File: src/hdl/l1afsm_pkg.sv
// Constants, codes and state type of the layer-1 activation controller
package l1afsm_pkg;
    // C/I commands
    localparam logic [3:0] CMD_CLK_REQ = 4'h0;
    localparam logic [3:0] CMD_L1_CLEAR = 4'h1;
    localparam logic [3:0] CMD_SINGLE_PULSE = 4'h2;
    localparam logic [3:0] CMD_CONT_PULSE = 4'h3;
    localparam logic [3:0] CMD_ACT_PRIO8 = 4'h8;
    localparam logic [3:0] CMD_ACT_PRIO10 = 4'h9;
    localparam logic [3:0] CMD_LOOP_ACT = 4'hA;
    localparam logic [3:0] CMD_DEACT = 4'hF;
    // C/I indications
    localparam logic [3:0] IND_DR = 4'h0;
    localparam logic [3:0] IND_CLEAR_ACK = 4'h1;
    localparam logic [3:0] IND_TMA = 4'h2;
    localparam logic [3:0] IND_SLD = 4'h3;
    localparam logic [3:0] IND_UNSYNC_SIG = 4'h4;
    localparam logic [3:0] IND_DR6 = 4'h5;
    localparam logic [3:0] IND_PU = 4'h7;
    localparam logic [3:0] IND_AR = 4'h8;
    localparam logic [3:0] IND_LOOP_CLOSED = 4'hA;
    localparam logic [3:0] IND_CVR = 4'hB;
    localparam logic [3:0] IND_AI8 = 4'hC;
    localparam logic [3:0] IND_AI10 = 4'hD;
    localparam logic [3:0] IND_LOOP_ACTIVE = 4'hE;
    localparam logic [3:0] IND_DEACT_CONF = 4'hF;
    // Received line info codes
    localparam logic [1:0] RX_INFO0 = 2'h0;
    localparam logic [1:0] RX_INFO2 = 2'h1;
    localparam logic [1:0] RX_INFO4 = 2'h2;
    localparam logic [1:0] RX_INFOX = 2'h3;
    // Transmitted line info codes
    localparam logic [2:0] TX_INFO0 = 3'h0;
    localparam logic [2:0] TX_INFO1 = 3'h1;
    localparam logic [2:0] TX_INFO3 = 3'h2;
    localparam logic [2:0] TX_SINGLE_PULSE = 3'h3;
    localparam logic [2:0] TX_CONT_PULSE = 3'h4;
    // Timing
    localparam int SYS_CLK_MHZ = 125;
    localparam int CLK_STOP_US = 500;
    localparam int CLK_STOP_CYC = CLK_STOP_US * SYS_CLK_MHZ;
    localparam int SINGLE_FREQ_KHZ = 2;
    localparam int CONT_FREQ_KHZ = 96;
    // One polarity flip per half period of the fundamental
    localparam int SINGLE_HALF_CYC = SYS_CLK_MHZ * 1000 / (2 * SINGLE_FREQ_KHZ);
    localparam int CONT_HALF_CYC = SYS_CLK_MHZ * 1000 / (2 * CONT_FREQ_KHZ);
    typedef enum logic [3:0] {
        ST_DEACT, ST_PEND_DEACT, ST_PWR_UP, ST_PEND_ACT, ST_UNSYNC,
        ST_SYNCED, ST_ACTIVE, ST_LOST, ST_RESET, ST_LOOP_CL, ST_LOOP_ACT,
        ST_SINGLE_PULSE, ST_CONT_PULSE
    } l1afsm_state_t;
endpackage

File: src/hdl/l1afsm_if.sv
// Interface between the state machine and the test-pulse generator
`timescale 1ns/10ps
`default_nettype none
interface l1afsm_if;
    logic pulse_en;
    logic continuous;
    logic pulse_pol;
    modport ctrl (output pulse_en, output continuous, input pulse_pol);
    modport gen (input pulse_en, input continuous, output pulse_pol);
endinterface
`default_nettype wire

File: src/hdl/l1afsm_pulse_gen.sv
// Alternating-polarity test pulse generator for single and continuous modes
`timescale 1ns/10ps
`default_nettype none
module l1afsm_pulse_gen
    import l1afsm_pkg::*;
(
    input wire logic sys_clk,
    input wire logic rst,
    l1afsm_if.gen pg
);
    logic [19:0] cnt_q;
    logic pol_q;
    logic [19:0] limit;

    // Half period of the fundamental for the selected mode
    assign limit = pg.continuous ? 20'(CONT_HALF_CYC - 1) : 20'(SINGLE_HALF_CYC - 1);

    // Polarity flips every half period while enabled
    always_ff @(posedge sys_clk) begin
        if (rst || !pg.pulse_en) begin
            cnt_q <= 20'h00000;
            pol_q <= 1'b0;
        end else if (cnt_q >= limit) begin
            cnt_q <= 20'h00000;
            pol_q <= ~pol_q;
        end else begin
            cnt_q <= cnt_q + 20'h00001;
        end
    end
    assign pg.pulse_pol = pol_q;
endmodule
`default_nettype wire

File: src/hdl/l1afsm_top.sv
// Layer-1 activation/deactivation state machine, TE side
`timescale 1ns/10ps
`default_nettype none
module l1afsm_top
    import l1afsm_pkg::*;
#(
    parameter int CLK_STOP_CYCLES = CLK_STOP_CYC
)(
    input wire logic sys_clk,
    input wire logic rst,
    input wire logic osc_clk,
    input wire logic [3:0] ci_cmd,
    input wire logic [1:0] rx_info,
    input wire logic rx_synced,
    input wire logic line_awake,
    input wire logic software_l1_control_bit,
    input wire logic [3:0] transceiver_command_reg,
    input wire logic clock_freeze_select,
    input wire logic tx_suppress_bit,
    input wire logic loop_internal,
    output logic osc_clock_out,
    output logic [3:0] ci_ind,
    output logic [3:0] transceiver_state_reg,
    output logic [2:0] tx_info,
    output logic tx_pulse_pol,
    output logic loop_enable,
    output logic tx_line_enable,
    output logic rx_transparent,
    output logic tx_transparent,
    output logic powerdown_flag,
    output logic clocks_stopped,
    output logic frame_synced_flag
);
    l1afsm_state_t state_q, state_d;
    logic [1:0] osc_sync_q, info_s1_q, info_s2_q, info_s3_q, info_q;
    logic [1:0] sync_sync_q, awake_sync_q;
    logic [31:0] stop_cnt_q;
    logic [3:0] cmd;
    logic [1:0] info;
    logic synced, awake;
    l1afsm_if pif();

    // Line-side inputs pass two flops before use; the received info code passes four
    always_ff @(posedge sys_clk) begin
        if (rst) begin
            osc_sync_q <= 2'h0;
            info_s1_q <= RX_INFO0;
            info_s2_q <= RX_INFO0;
            info_s3_q <= RX_INFO0;
            info_q <= RX_INFO0;
            sync_sync_q <= 2'h0;
            awake_sync_q <= 2'h0;
        end else begin
            osc_sync_q <= {osc_sync_q[0], osc_clk};
            info_s1_q <= rx_info;
            info_s2_q <= info_s1_q;
            info_s3_q <= info_s2_q;
            // Two-bit code may skew: take it only when two samples agree
            if (info_s2_q == info_s3_q) begin
                info_q <= info_s3_q;
            end
            sync_sync_q <= {sync_sync_q[0], rx_synced};
            awake_sync_q <= {awake_sync_q[0], line_awake};
        end
    end
    assign info = info_q;
    assign synced = sync_sync_q[1];
    assign awake = awake_sync_q[1];

    // Command source: C/I channel or software register
    assign cmd = software_l1_control_bit ? transceiver_command_reg : ci_cmd;

    function automatic logic is_uncond(input logic [3:0] c);
        return (c == CMD_L1_CLEAR) || (c == CMD_LOOP_ACT) || (c == CMD_SINGLE_PULSE) || (c == CMD_CONT_PULSE);
    endfunction

    function automatic logic is_act_req(input logic [3:0] c);
        return (c == CMD_ACT_PRIO8) || (c == CMD_ACT_PRIO10);
    endfunction

    // Next-state decode
    always_comb begin
        state_d = state_q;
        if (is_uncond(cmd)) begin
            unique case (cmd)
                CMD_L1_CLEAR: state_d = ST_RESET;
                CMD_SINGLE_PULSE: state_d = ST_SINGLE_PULSE;
                CMD_CONT_PULSE: state_d = ST_CONT_PULSE;
                default: begin
                    if (state_q != ST_LOOP_ACT) begin
                        state_d = synced ? ST_LOOP_ACT : ST_LOOP_CL;
                    end
                end
            endcase
        end else begin
            unique case (state_q)
                ST_RESET, ST_SINGLE_PULSE, ST_CONT_PULSE, ST_LOOP_CL, ST_LOOP_ACT: begin
                    if (cmd == CMD_DEACT) begin
                        state_d = ST_DEACT;
                    end
                end
                ST_PEND_DEACT, ST_PWR_UP, ST_PEND_ACT, ST_UNSYNC: begin
                    if (cmd == CMD_DEACT) begin
                        state_d = ST_DEACT;
                    end else if (state_q == ST_PWR_UP && is_act_req(cmd)) begin
                        state_d = ST_PEND_ACT;
                    end else if (state_q != ST_PEND_DEACT && info == RX_INFO2 && synced) begin
                        state_d = ST_SYNCED;
                    end else if (state_q != ST_PEND_DEACT && info == RX_INFO4 && synced) begin
                        state_d = ST_ACTIVE;
                    end else if (state_q == ST_PEND_ACT && info == RX_INFOX) begin
                        state_d = ST_UNSYNC;
                    end else if (state_q == ST_UNSYNC && info == RX_INFO0) begin
                        state_d = ST_PEND_DEACT;
                    end
                end
                ST_DEACT: begin
                    if (cmd == CMD_CLK_REQ) begin
                        state_d = ST_PWR_UP;
                    end else if (is_act_req(cmd)) begin
                        state_d = ST_PEND_ACT;
                    end else if (info == RX_INFO2) begin
                        state_d = ST_SYNCED;
                    end else if (info == RX_INFO4) begin
                        state_d = ST_ACTIVE;
                    end else if (info == RX_INFOX) begin
                        state_d = ST_UNSYNC;
                    end
                end
                ST_SYNCED, ST_ACTIVE: begin
                    if (!synced) begin
                        state_d = ST_LOST;
                    end else if (info == RX_INFO0) begin
                        state_d = ST_PEND_DEACT;
                    end else if (info == RX_INFO4) begin
                        state_d = ST_ACTIVE;
                    end else if (info == RX_INFO2) begin
                        state_d = ST_SYNCED;
                    end
                end
                ST_LOST: begin
                    if (info == RX_INFO0) begin
                        state_d = ST_PEND_DEACT;
                    end else if (synced && info == RX_INFO2) begin
                        state_d = ST_SYNCED;
                    end else if (synced && info == RX_INFO4) begin
                        state_d = ST_ACTIVE;
                    end
                end
            endcase
            // Loop closes into activated once the receiver syncs
            if (state_q == ST_LOOP_CL && cmd != CMD_DEACT && synced) begin
                state_d = ST_LOOP_ACT;
            end
        end
    end

    always_ff @(posedge sys_clk) begin
        if (rst) begin
            state_q <= ST_RESET;
        end else begin
            state_q <= state_d;
        end
    end

    // Clock-stop timer in deactivated state
    always_ff @(posedge sys_clk) begin
        if (rst || state_q != ST_DEACT || info != RX_INFO0) begin
            stop_cnt_q <= 32'h00000000;
        end else if (stop_cnt_q < 32'(CLK_STOP_CYCLES)) begin
            stop_cnt_q <= stop_cnt_q + 32'h00000001;
        end
    end

    // Power-down flag and clock freeze
    always_ff @(posedge sys_clk) begin
        if (rst) begin
            powerdown_flag <= 1'b0;
            clocks_stopped <= 1'b0;
        end else begin
            powerdown_flag <= (state_q == ST_DEACT);
            clocks_stopped <= (state_q == ST_DEACT) && !clock_freeze_select
                              && (stop_cnt_q >= 32'(CLK_STOP_CYCLES));
        end
    end

    // Buffered oscillator output, low in power-down
    always_ff @(posedge sys_clk) begin
        if (rst) begin
            osc_clock_out <= 1'b0;
        end else begin
            osc_clock_out <= osc_sync_q[1] && !powerdown_flag;
        end
    end

    // Pulse generator control
    assign pif.pulse_en = (state_q == ST_SINGLE_PULSE) || (state_q == ST_CONT_PULSE);
    assign pif.continuous = (state_q == ST_CONT_PULSE);

    l1afsm_pulse_gen u_pulse (
        .sys_clk(sys_clk),
        .rst(rst),
        .pg(pif)
    );

    function automatic logic [3:0] ind_of(input l1afsm_state_t s, input logic aw, input logic intl);
        unique case (s)
            ST_DEACT: return IND_DEACT_CONF;
            ST_PEND_DEACT: return IND_DR;
            ST_PWR_UP: return IND_PU;
            ST_PEND_ACT: return IND_PU;
            ST_UNSYNC: return IND_UNSYNC_SIG;
            ST_SYNCED: return IND_AR;
            ST_ACTIVE: return IND_AI8;
            ST_LOST: return IND_UNSYNC_SIG;
            ST_RESET: return IND_CLEAR_ACK;
            ST_LOOP_CL: return IND_LOOP_CLOSED;
            ST_LOOP_ACT: return (intl && aw) ? IND_UNSYNC_SIG : IND_LOOP_ACTIVE;
            default: return IND_TMA;
        endcase
    endfunction

    // Line transmit, indications and data paths
    always_ff @(posedge sys_clk) begin
        if (rst) begin
            ci_ind <= IND_CLEAR_ACK;
            transceiver_state_reg <= IND_CLEAR_ACK;
            tx_info <= TX_INFO0;
            tx_pulse_pol <= 1'b0;
            loop_enable <= 1'b0;
            tx_line_enable <= 1'b0;
            rx_transparent <= 1'b0;
            tx_transparent <= 1'b0;
            frame_synced_flag <= 1'b0;
        end else begin
            ci_ind <= ind_of(state_q, awake, loop_internal);
            transceiver_state_reg <= ind_of(state_q, awake, loop_internal);
            unique case (state_q)
                ST_PEND_ACT: tx_info <= TX_INFO1;
                ST_SYNCED, ST_ACTIVE, ST_LOOP_CL, ST_LOOP_ACT: tx_info <= TX_INFO3;
                ST_SINGLE_PULSE: tx_info <= TX_SINGLE_PULSE;
                ST_CONT_PULSE: tx_info <= TX_CONT_PULSE;
                default: tx_info <= TX_INFO0;
            endcase
            tx_pulse_pol <= pif.pulse_pol;
            loop_enable <= (state_q == ST_LOOP_CL) || (state_q == ST_LOOP_ACT);
            tx_line_enable <= !(loop_enable && tx_suppress_bit && loop_internal);
            rx_transparent <= (state_q == ST_ACTIVE) || (state_q == ST_LOOP_ACT);
            frame_synced_flag <= synced;
            tx_transparent <= (state_q == ST_ACTIVE || state_q == ST_LOOP_ACT)
                              && (is_act_req(cmd) || cmd == CMD_LOOP_ACT) && synced;
        end
    end

    // Checks
    AST_DI_DEACT: assert property (@(posedge sys_clk) disable iff (rst)
        (state_q == ST_PWR_UP && cmd == CMD_DEACT) |=> state_q == ST_DEACT)
        else $error("Deactivate command not taken");
    AST_CLKREQ_PU: assert property (@(posedge sys_clk) disable iff (rst)
        (state_q == ST_DEACT && cmd == CMD_CLK_REQ) |=> state_q == ST_PWR_UP)
        else $error("Clock request not taken");
    AST_DEACT_IND: assert property (@(posedge sys_clk) disable iff (rst)
        state_q == ST_DEACT |=> ci_ind == IND_DEACT_CONF && tx_info == TX_INFO0)
        else $error("Deactivated outputs wrong");
    AST_LOST: assert property (@(posedge sys_clk) disable iff (rst)
        (state_q == ST_ACTIVE && !synced && !is_uncond(cmd)) |=> state_q == ST_LOST)
        else $error("Lost framing not entered");
    AST_UNCOND: assert property (@(posedge sys_clk) disable iff (rst)
        cmd == CMD_SINGLE_PULSE |=> state_q == ST_SINGLE_PULSE ##1 tx_info == TX_SINGLE_PULSE)
        else $error("Test command not taken");
    AST_OSC_LOW: assert property (@(posedge sys_clk) disable iff (rst)
        powerdown_flag |=> !osc_clock_out)
        else $error("Oscillator output not low");
    AST_INFO1: assert property (@(posedge sys_clk) disable iff (rst)
        state_q == ST_PEND_ACT |=> tx_info == TX_INFO1)
        else $error("INFO 1 not sent");
    AST_RX_TRANS: assert property (@(posedge sys_clk) disable iff (rst)
        $rose(state_q == ST_ACTIVE) |=> rx_transparent)
        else $error("Receive path not transparent");
    AST_TX_TRANS: assert property (@(posedge sys_clk) disable iff (rst)
        tx_transparent |-> $past(synced))
        else $error("Transmit transparent without sync");
endmodule
`default_nettype wire

File: config.mk
export PLATFORM = sky130hd
export DESIGN_NAME = l1afsm_top
export DESIGN_NICKNAME = d
export VERILOG_FILES = /design/src/hdl/l1afsm_pkg.sv /design/src/hdl/l1afsm_if.sv /design/src/hdl/l1afsm_pulse_gen.sv /design/src/hdl/l1afsm_top.sv
export SDC_FILE = /design/constraint.sdc
export NUM_CORES = 1
export LEC_CHECK = 0
export ABC_AREA = 1
export ABC_CLOCK_PERIOD_IN_PS = 2600
export BUFFER_PORTS_ARGS = -buffer_cell sky130_fd_sc_hd__buf_2
export CAP_MARGIN = 20
export CORE_MARGIN = 4
export CORE_UTILIZATION = 41
export CTS_CLUSTER_SIZE = 12
export DETAILED_ROUTE_END_ITERATION = 12
export REMOVE_ABC_BUFFERS = 1
export SYNTH_ARGS = -nofsm -noshare
export SYNTH_HDL_FRONTEND = slang
export SYNTH_SLANG_ARGS = --single-unit
File: constraint.sdc
create_clock -name sys_clk -period 2.6 [get_ports sys_clk]
set_input_delay 0.52 -clock sys_clk [delete_from_list [all_inputs] [get_ports sys_clk]]
set_output_delay 0.52 -clock sys_clk [all_outputs]
set_load 0.02 [all_outputs]
==> flow_results.org <==
** Min path
- The tightest min-delay check is of the primary input to flop type.

** Clock network
- The number of clock buffers added by TritonCTS is 9.
- Hold buffers post-CTS :: 0
- In this run the deepest clock path goes through 2 buffers.
- CTS built an H-tree with a depth of 3.
- Source-to-sink clock delay at the later pin of the worst-skew pair :: 0.35 ns
- Clock tree sinks :: between 80 and 90
- Clock slew at reported path FFs :: 0.10 ns
- TritonCTS clock tree :: built
- The root buffer cell chosen for the clock tree is sky130_fd_sc_hd__clkbuf_8.

** Floorplanning
- From left edge to right edge, the die measures 110 um.
- Once the floorplan was initialized, standard cells occupied 42.8% of the core.
- In this run the vertical extent of the chip is 110 um.
- Pin placement for this block handled 39 I/O pins.
- The initialized floorplan defines 36 standard-cell rows.
- The floorplan step defined a die boundary enclosing 12,100 um2.
- In this run the standard cell core region covers 9950 um2.

** Timing
- Setup violations remaining at the end of the flow were counted as 0.
- For the final database, setup skew stands at about 0.011 ns.
- After layout, the worst path uses 90.8% of the clock period.
- Timing would allow up to 424 MHz.
- Worst hold slack :: 0.328 ns
- Number of pins with negative max-slew slack in the final report :: 0
- At the pin with the least slew margin, the transition time is 0.608 ns.
- Relative max-transition margin :: 59.1%
- Final-layout setup total negative slack :: 0 ns
- The worst path needs 2.36 ns of the cycle, external delays included.
- Hold Fails Final Rpt :: 0

** Cells and area
- 0 antenna diodes ended up in the layout.
- Cell area after layout :: 4800 um2
- The final layout contains about 670 nets.
- The count of cells in the finished layout, fillers not included, comes to 773.
- Fill cells in the final layout number about 1.0k.
- Relative to the synthesized area, the layout overhead comes to 12.5%.
- stop_cnt_q holds more flip-flops than any other register.
- Fraction of final layout cells sized beyond drive strength 1 :: 14.1%
- Number of flip-flops in the largest register :: 32
- Registers with the highest flip-flop counts :: stop_cnt_q: 32 flops, u_pulse.cnt_q: 20 flops

** Logic synthesis
- Count of warnings emitted by yosys :: 0
- The synthesized netlist occupies a cell area of 4270 um2.
- Post-synthesis cell type count :: 36
- Area share of the leading cell type in the synthesized netlist :: 40.8%
- After synthesis, the cell types taking the most area are sky130_fd_sc_hd__dfxtp_1, sky130_fd_sc_hd__nand2_1, sky130_fd_sc_hd__inv_1.
- Among all flip-flop cells after synthesis, the most frequent one is sky130_fd_sc_hd__dfxtp_1.
- Cell with the most instances after synthesis :: sky130_fd_sc_hd__nand2_1
- In this run the mean area of a mapped cell was a little over 7 um2.
- Portion of the post-synthesis area used by sequential elements :: 40.8%
- By count the netlist is led by sky130_fd_sc_hd__nand2_1, sky130_fd_sc_hd__inv_1, sky130_fd_sc_hd__nor2_1.
- Number of storage elements in the synthesis netlist :: 87
- Area leader, netlist :: sky130_fd_sc_hd__dfxtp_1
- Post-Synthesis Cells :: 590
- Counting flops with a built-in enable in the synthesized netlist gives 0.
- Counting flops with an async set or reset pin after synthesis yields a share of 0%.

** Job
- Max-cap violations in this run came to 0.

** Global route
- The total overflow left after global routing is 0.
- Entering global routing, the biggest net connects 27 pins.
- Global routing usage summed across all routing layers :: 15.1%
- Initial antenna violation count :: 0
- First-pass GRT wire length :: 14,800 um
- The via count of the first global-routing pass came to approximately 3.3k.

** Route
- Antenna-violating nets left :: 0
- In the routed layout, each cell is associated on average with a via count of 4.71.
- DR vias :: 3,643
- For this run, design rule violations remaining after detail routing come to 0.
- Initial DRT Pass Iterations :: 4
- The routed design has 8720 um of wire.
- After detailed routing, the average wire length per cell comes to approximately 11 um.
- In this run, the number of DRC markers left after iteration 0 of detailed routing was 190.

** Critical path
- Slowest stage cell, crit path :: sky130_fd_sc_hd__dfxtp_1
- For this run, the slowest stage of the critical path takes ~0.39 ns.
- STA puts the critical path data required time at 2.89 ns.
- Cell repeated most along the worst path :: sky130_fd_sc_hd__a21oi_1
- At the worst endpoint, the arrival time is 2.65 ns.
- STA classifies the critical path endpoint as a flop.
- Largest fanout of any net on the critical path :: 16
- Cell Chain, Critical Path :: inv_1 > nand2_2 > nor3_4 > inv_2 > ha_1 > a21oi_1 > o21ai_0 > nand3_1 > nand4_1 > or2_1 > buf_12 > a21oi_1
- The critical path in this run is classified as flop to flop.
- Kind of launch point of the worst setup path :: flop

** Placed design
- Quantity of I/O buffers inserted on ports :: 38
- The HPWL after detailed placement is around 6600 um.
- Inst Count DP :: 755
- Final RePlAce weighted congestion :: 0.871
- In this run the cell area measured after placement is 4570 um2.

** Power and ir drop
- Internal power summed over all cells :: 0.00213 W
- Power consumption :: 0.00339 W
- Power spread over the standard cell area amounts to 707 nW/um2.
- Net switching is 37.2% of the power.
- The analysis attributes to net switching a power of approximately 0.0013 W.
- Maximum resistive drop on vdd :: 0.367 mV
- The clock network burns 27.3% of the power.
- In this run, flip-flops and latches consume 44.2% of the power.
- In this run, the combinational gates consume 28.6% of the power.
- Summed over all cells, the static leakage comes to 2.07 nW.

** Status
- The run finished with clean final reports.
-- power groups by stage --
stage               Clock (W)  Sequential [W]  Combinational (W)
finish               0.000925         0.00150           0.000969
global route          0.00102         0.00151            0.00109
CTS                  0.000964         0.00150           0.000953
detailed placement          0         0.00153           0.000948
global placement            0         0.00152           0.000944
floorplan                   0         0.00164           0.000540
-- layout by cell type, fill, tap and decap left out, types with 12 or more instances in the layout --
cell,n
sky130_fd_sc_hd__nand2_1,111
sky130_fd_sc_hd__inv_1,90
sky130_fd_sc_hd__nor2_1,90
sky130_fd_sc_hd__dfxtp_1,87
sky130_fd_sc_hd__nand3_1,40
sky130_fd_sc_hd__buf_2,38
sky130_fd_sc_hd__a21oi_1,28
sky130_fd_sc_hd__o21ai_0,20
sky130_fd_sc_hd__nand4_1,17
sky130_fd_sc_hd__ha_1,17
sky130_fd_sc_hd__nor3_1,13
sky130_fd_sc_hd__nor2_4,12
-- worst max-delay path: cells and delay by family, from the launching register on --
family,cells,cell delay (ns)
fa+ha+maj,1,0.30
buf+inv,3,0.40
simple gates,5,0.82
flops,1,0.39
compound gates,3,0.38
-- layer usage --
layer  track usage [%]  part of all wire [%]  vias up  routed length [um]
met5                 0                     0        -                   0
met4              3.56                  0.68        0                  59
met3              3.20                   3.9        7                 343
met2              24.3                    45       56                3940
met1              20.9                    50     1639                4370
li1                  -                     -     1941                   -
-- kinds of logic after synthesis --
logic type	synth area share (%)
and+or+nand+nor	33.1
buffers and inverters	11.0
DFF	40.8
AOI/OAI and AO/OA	7.57
adders and majority gates	4.99
xor gates and xnor gates	2.46
other	0.0879
-- path summary, 6_finish.rpt --
| check | slack [ns] | from | to | cells past startpoint |
|---|---|---|---|---|
| worst max-delay path | 0.24 | state_q[1] | u_pulse.cnt_q[10] | 12 |
| worst min register to register | 0.41 | info_s1_q[1] | info_s2_q[1] | 2 |
| worst max register to register | 0.24 | state_q[1] | u_pulse.cnt_q[10] | 12 |
| worst min-delay path | 0.33 | clock_freeze_select | clocks_stopped | 2 |
-- timing repair --
action | 4_1_cts | 5_1_grt
setup buffers | 0 | 2
gates resized for setup | 0 | 6
endpoints found under the setup margin | 0 | 16
-- layout make-up --
class	count	area, um2	area share (%)
Clock buffer	9	124	2.58
Sequential cell	87	1740	36.3
Multi-Input combinational cell	395	2070	43.2
Clock inverter	7	72.6	1.51
Tap cell	133	166	3.47
Inverter	97	364	7.59
Timing Repair Buffer	45	255	5.32
-- per-stage QoR --
stage	setup slack [ns]	util, %
after global placement	0.230	45.9
after CTS	0.0878	47.8
after global routing	-0.0141	48.2
after floorplan	-0.0337	-
after detailed placement	0.0889	45.9
final	0.239	48.2
Power figures use the tool's default switching activity.
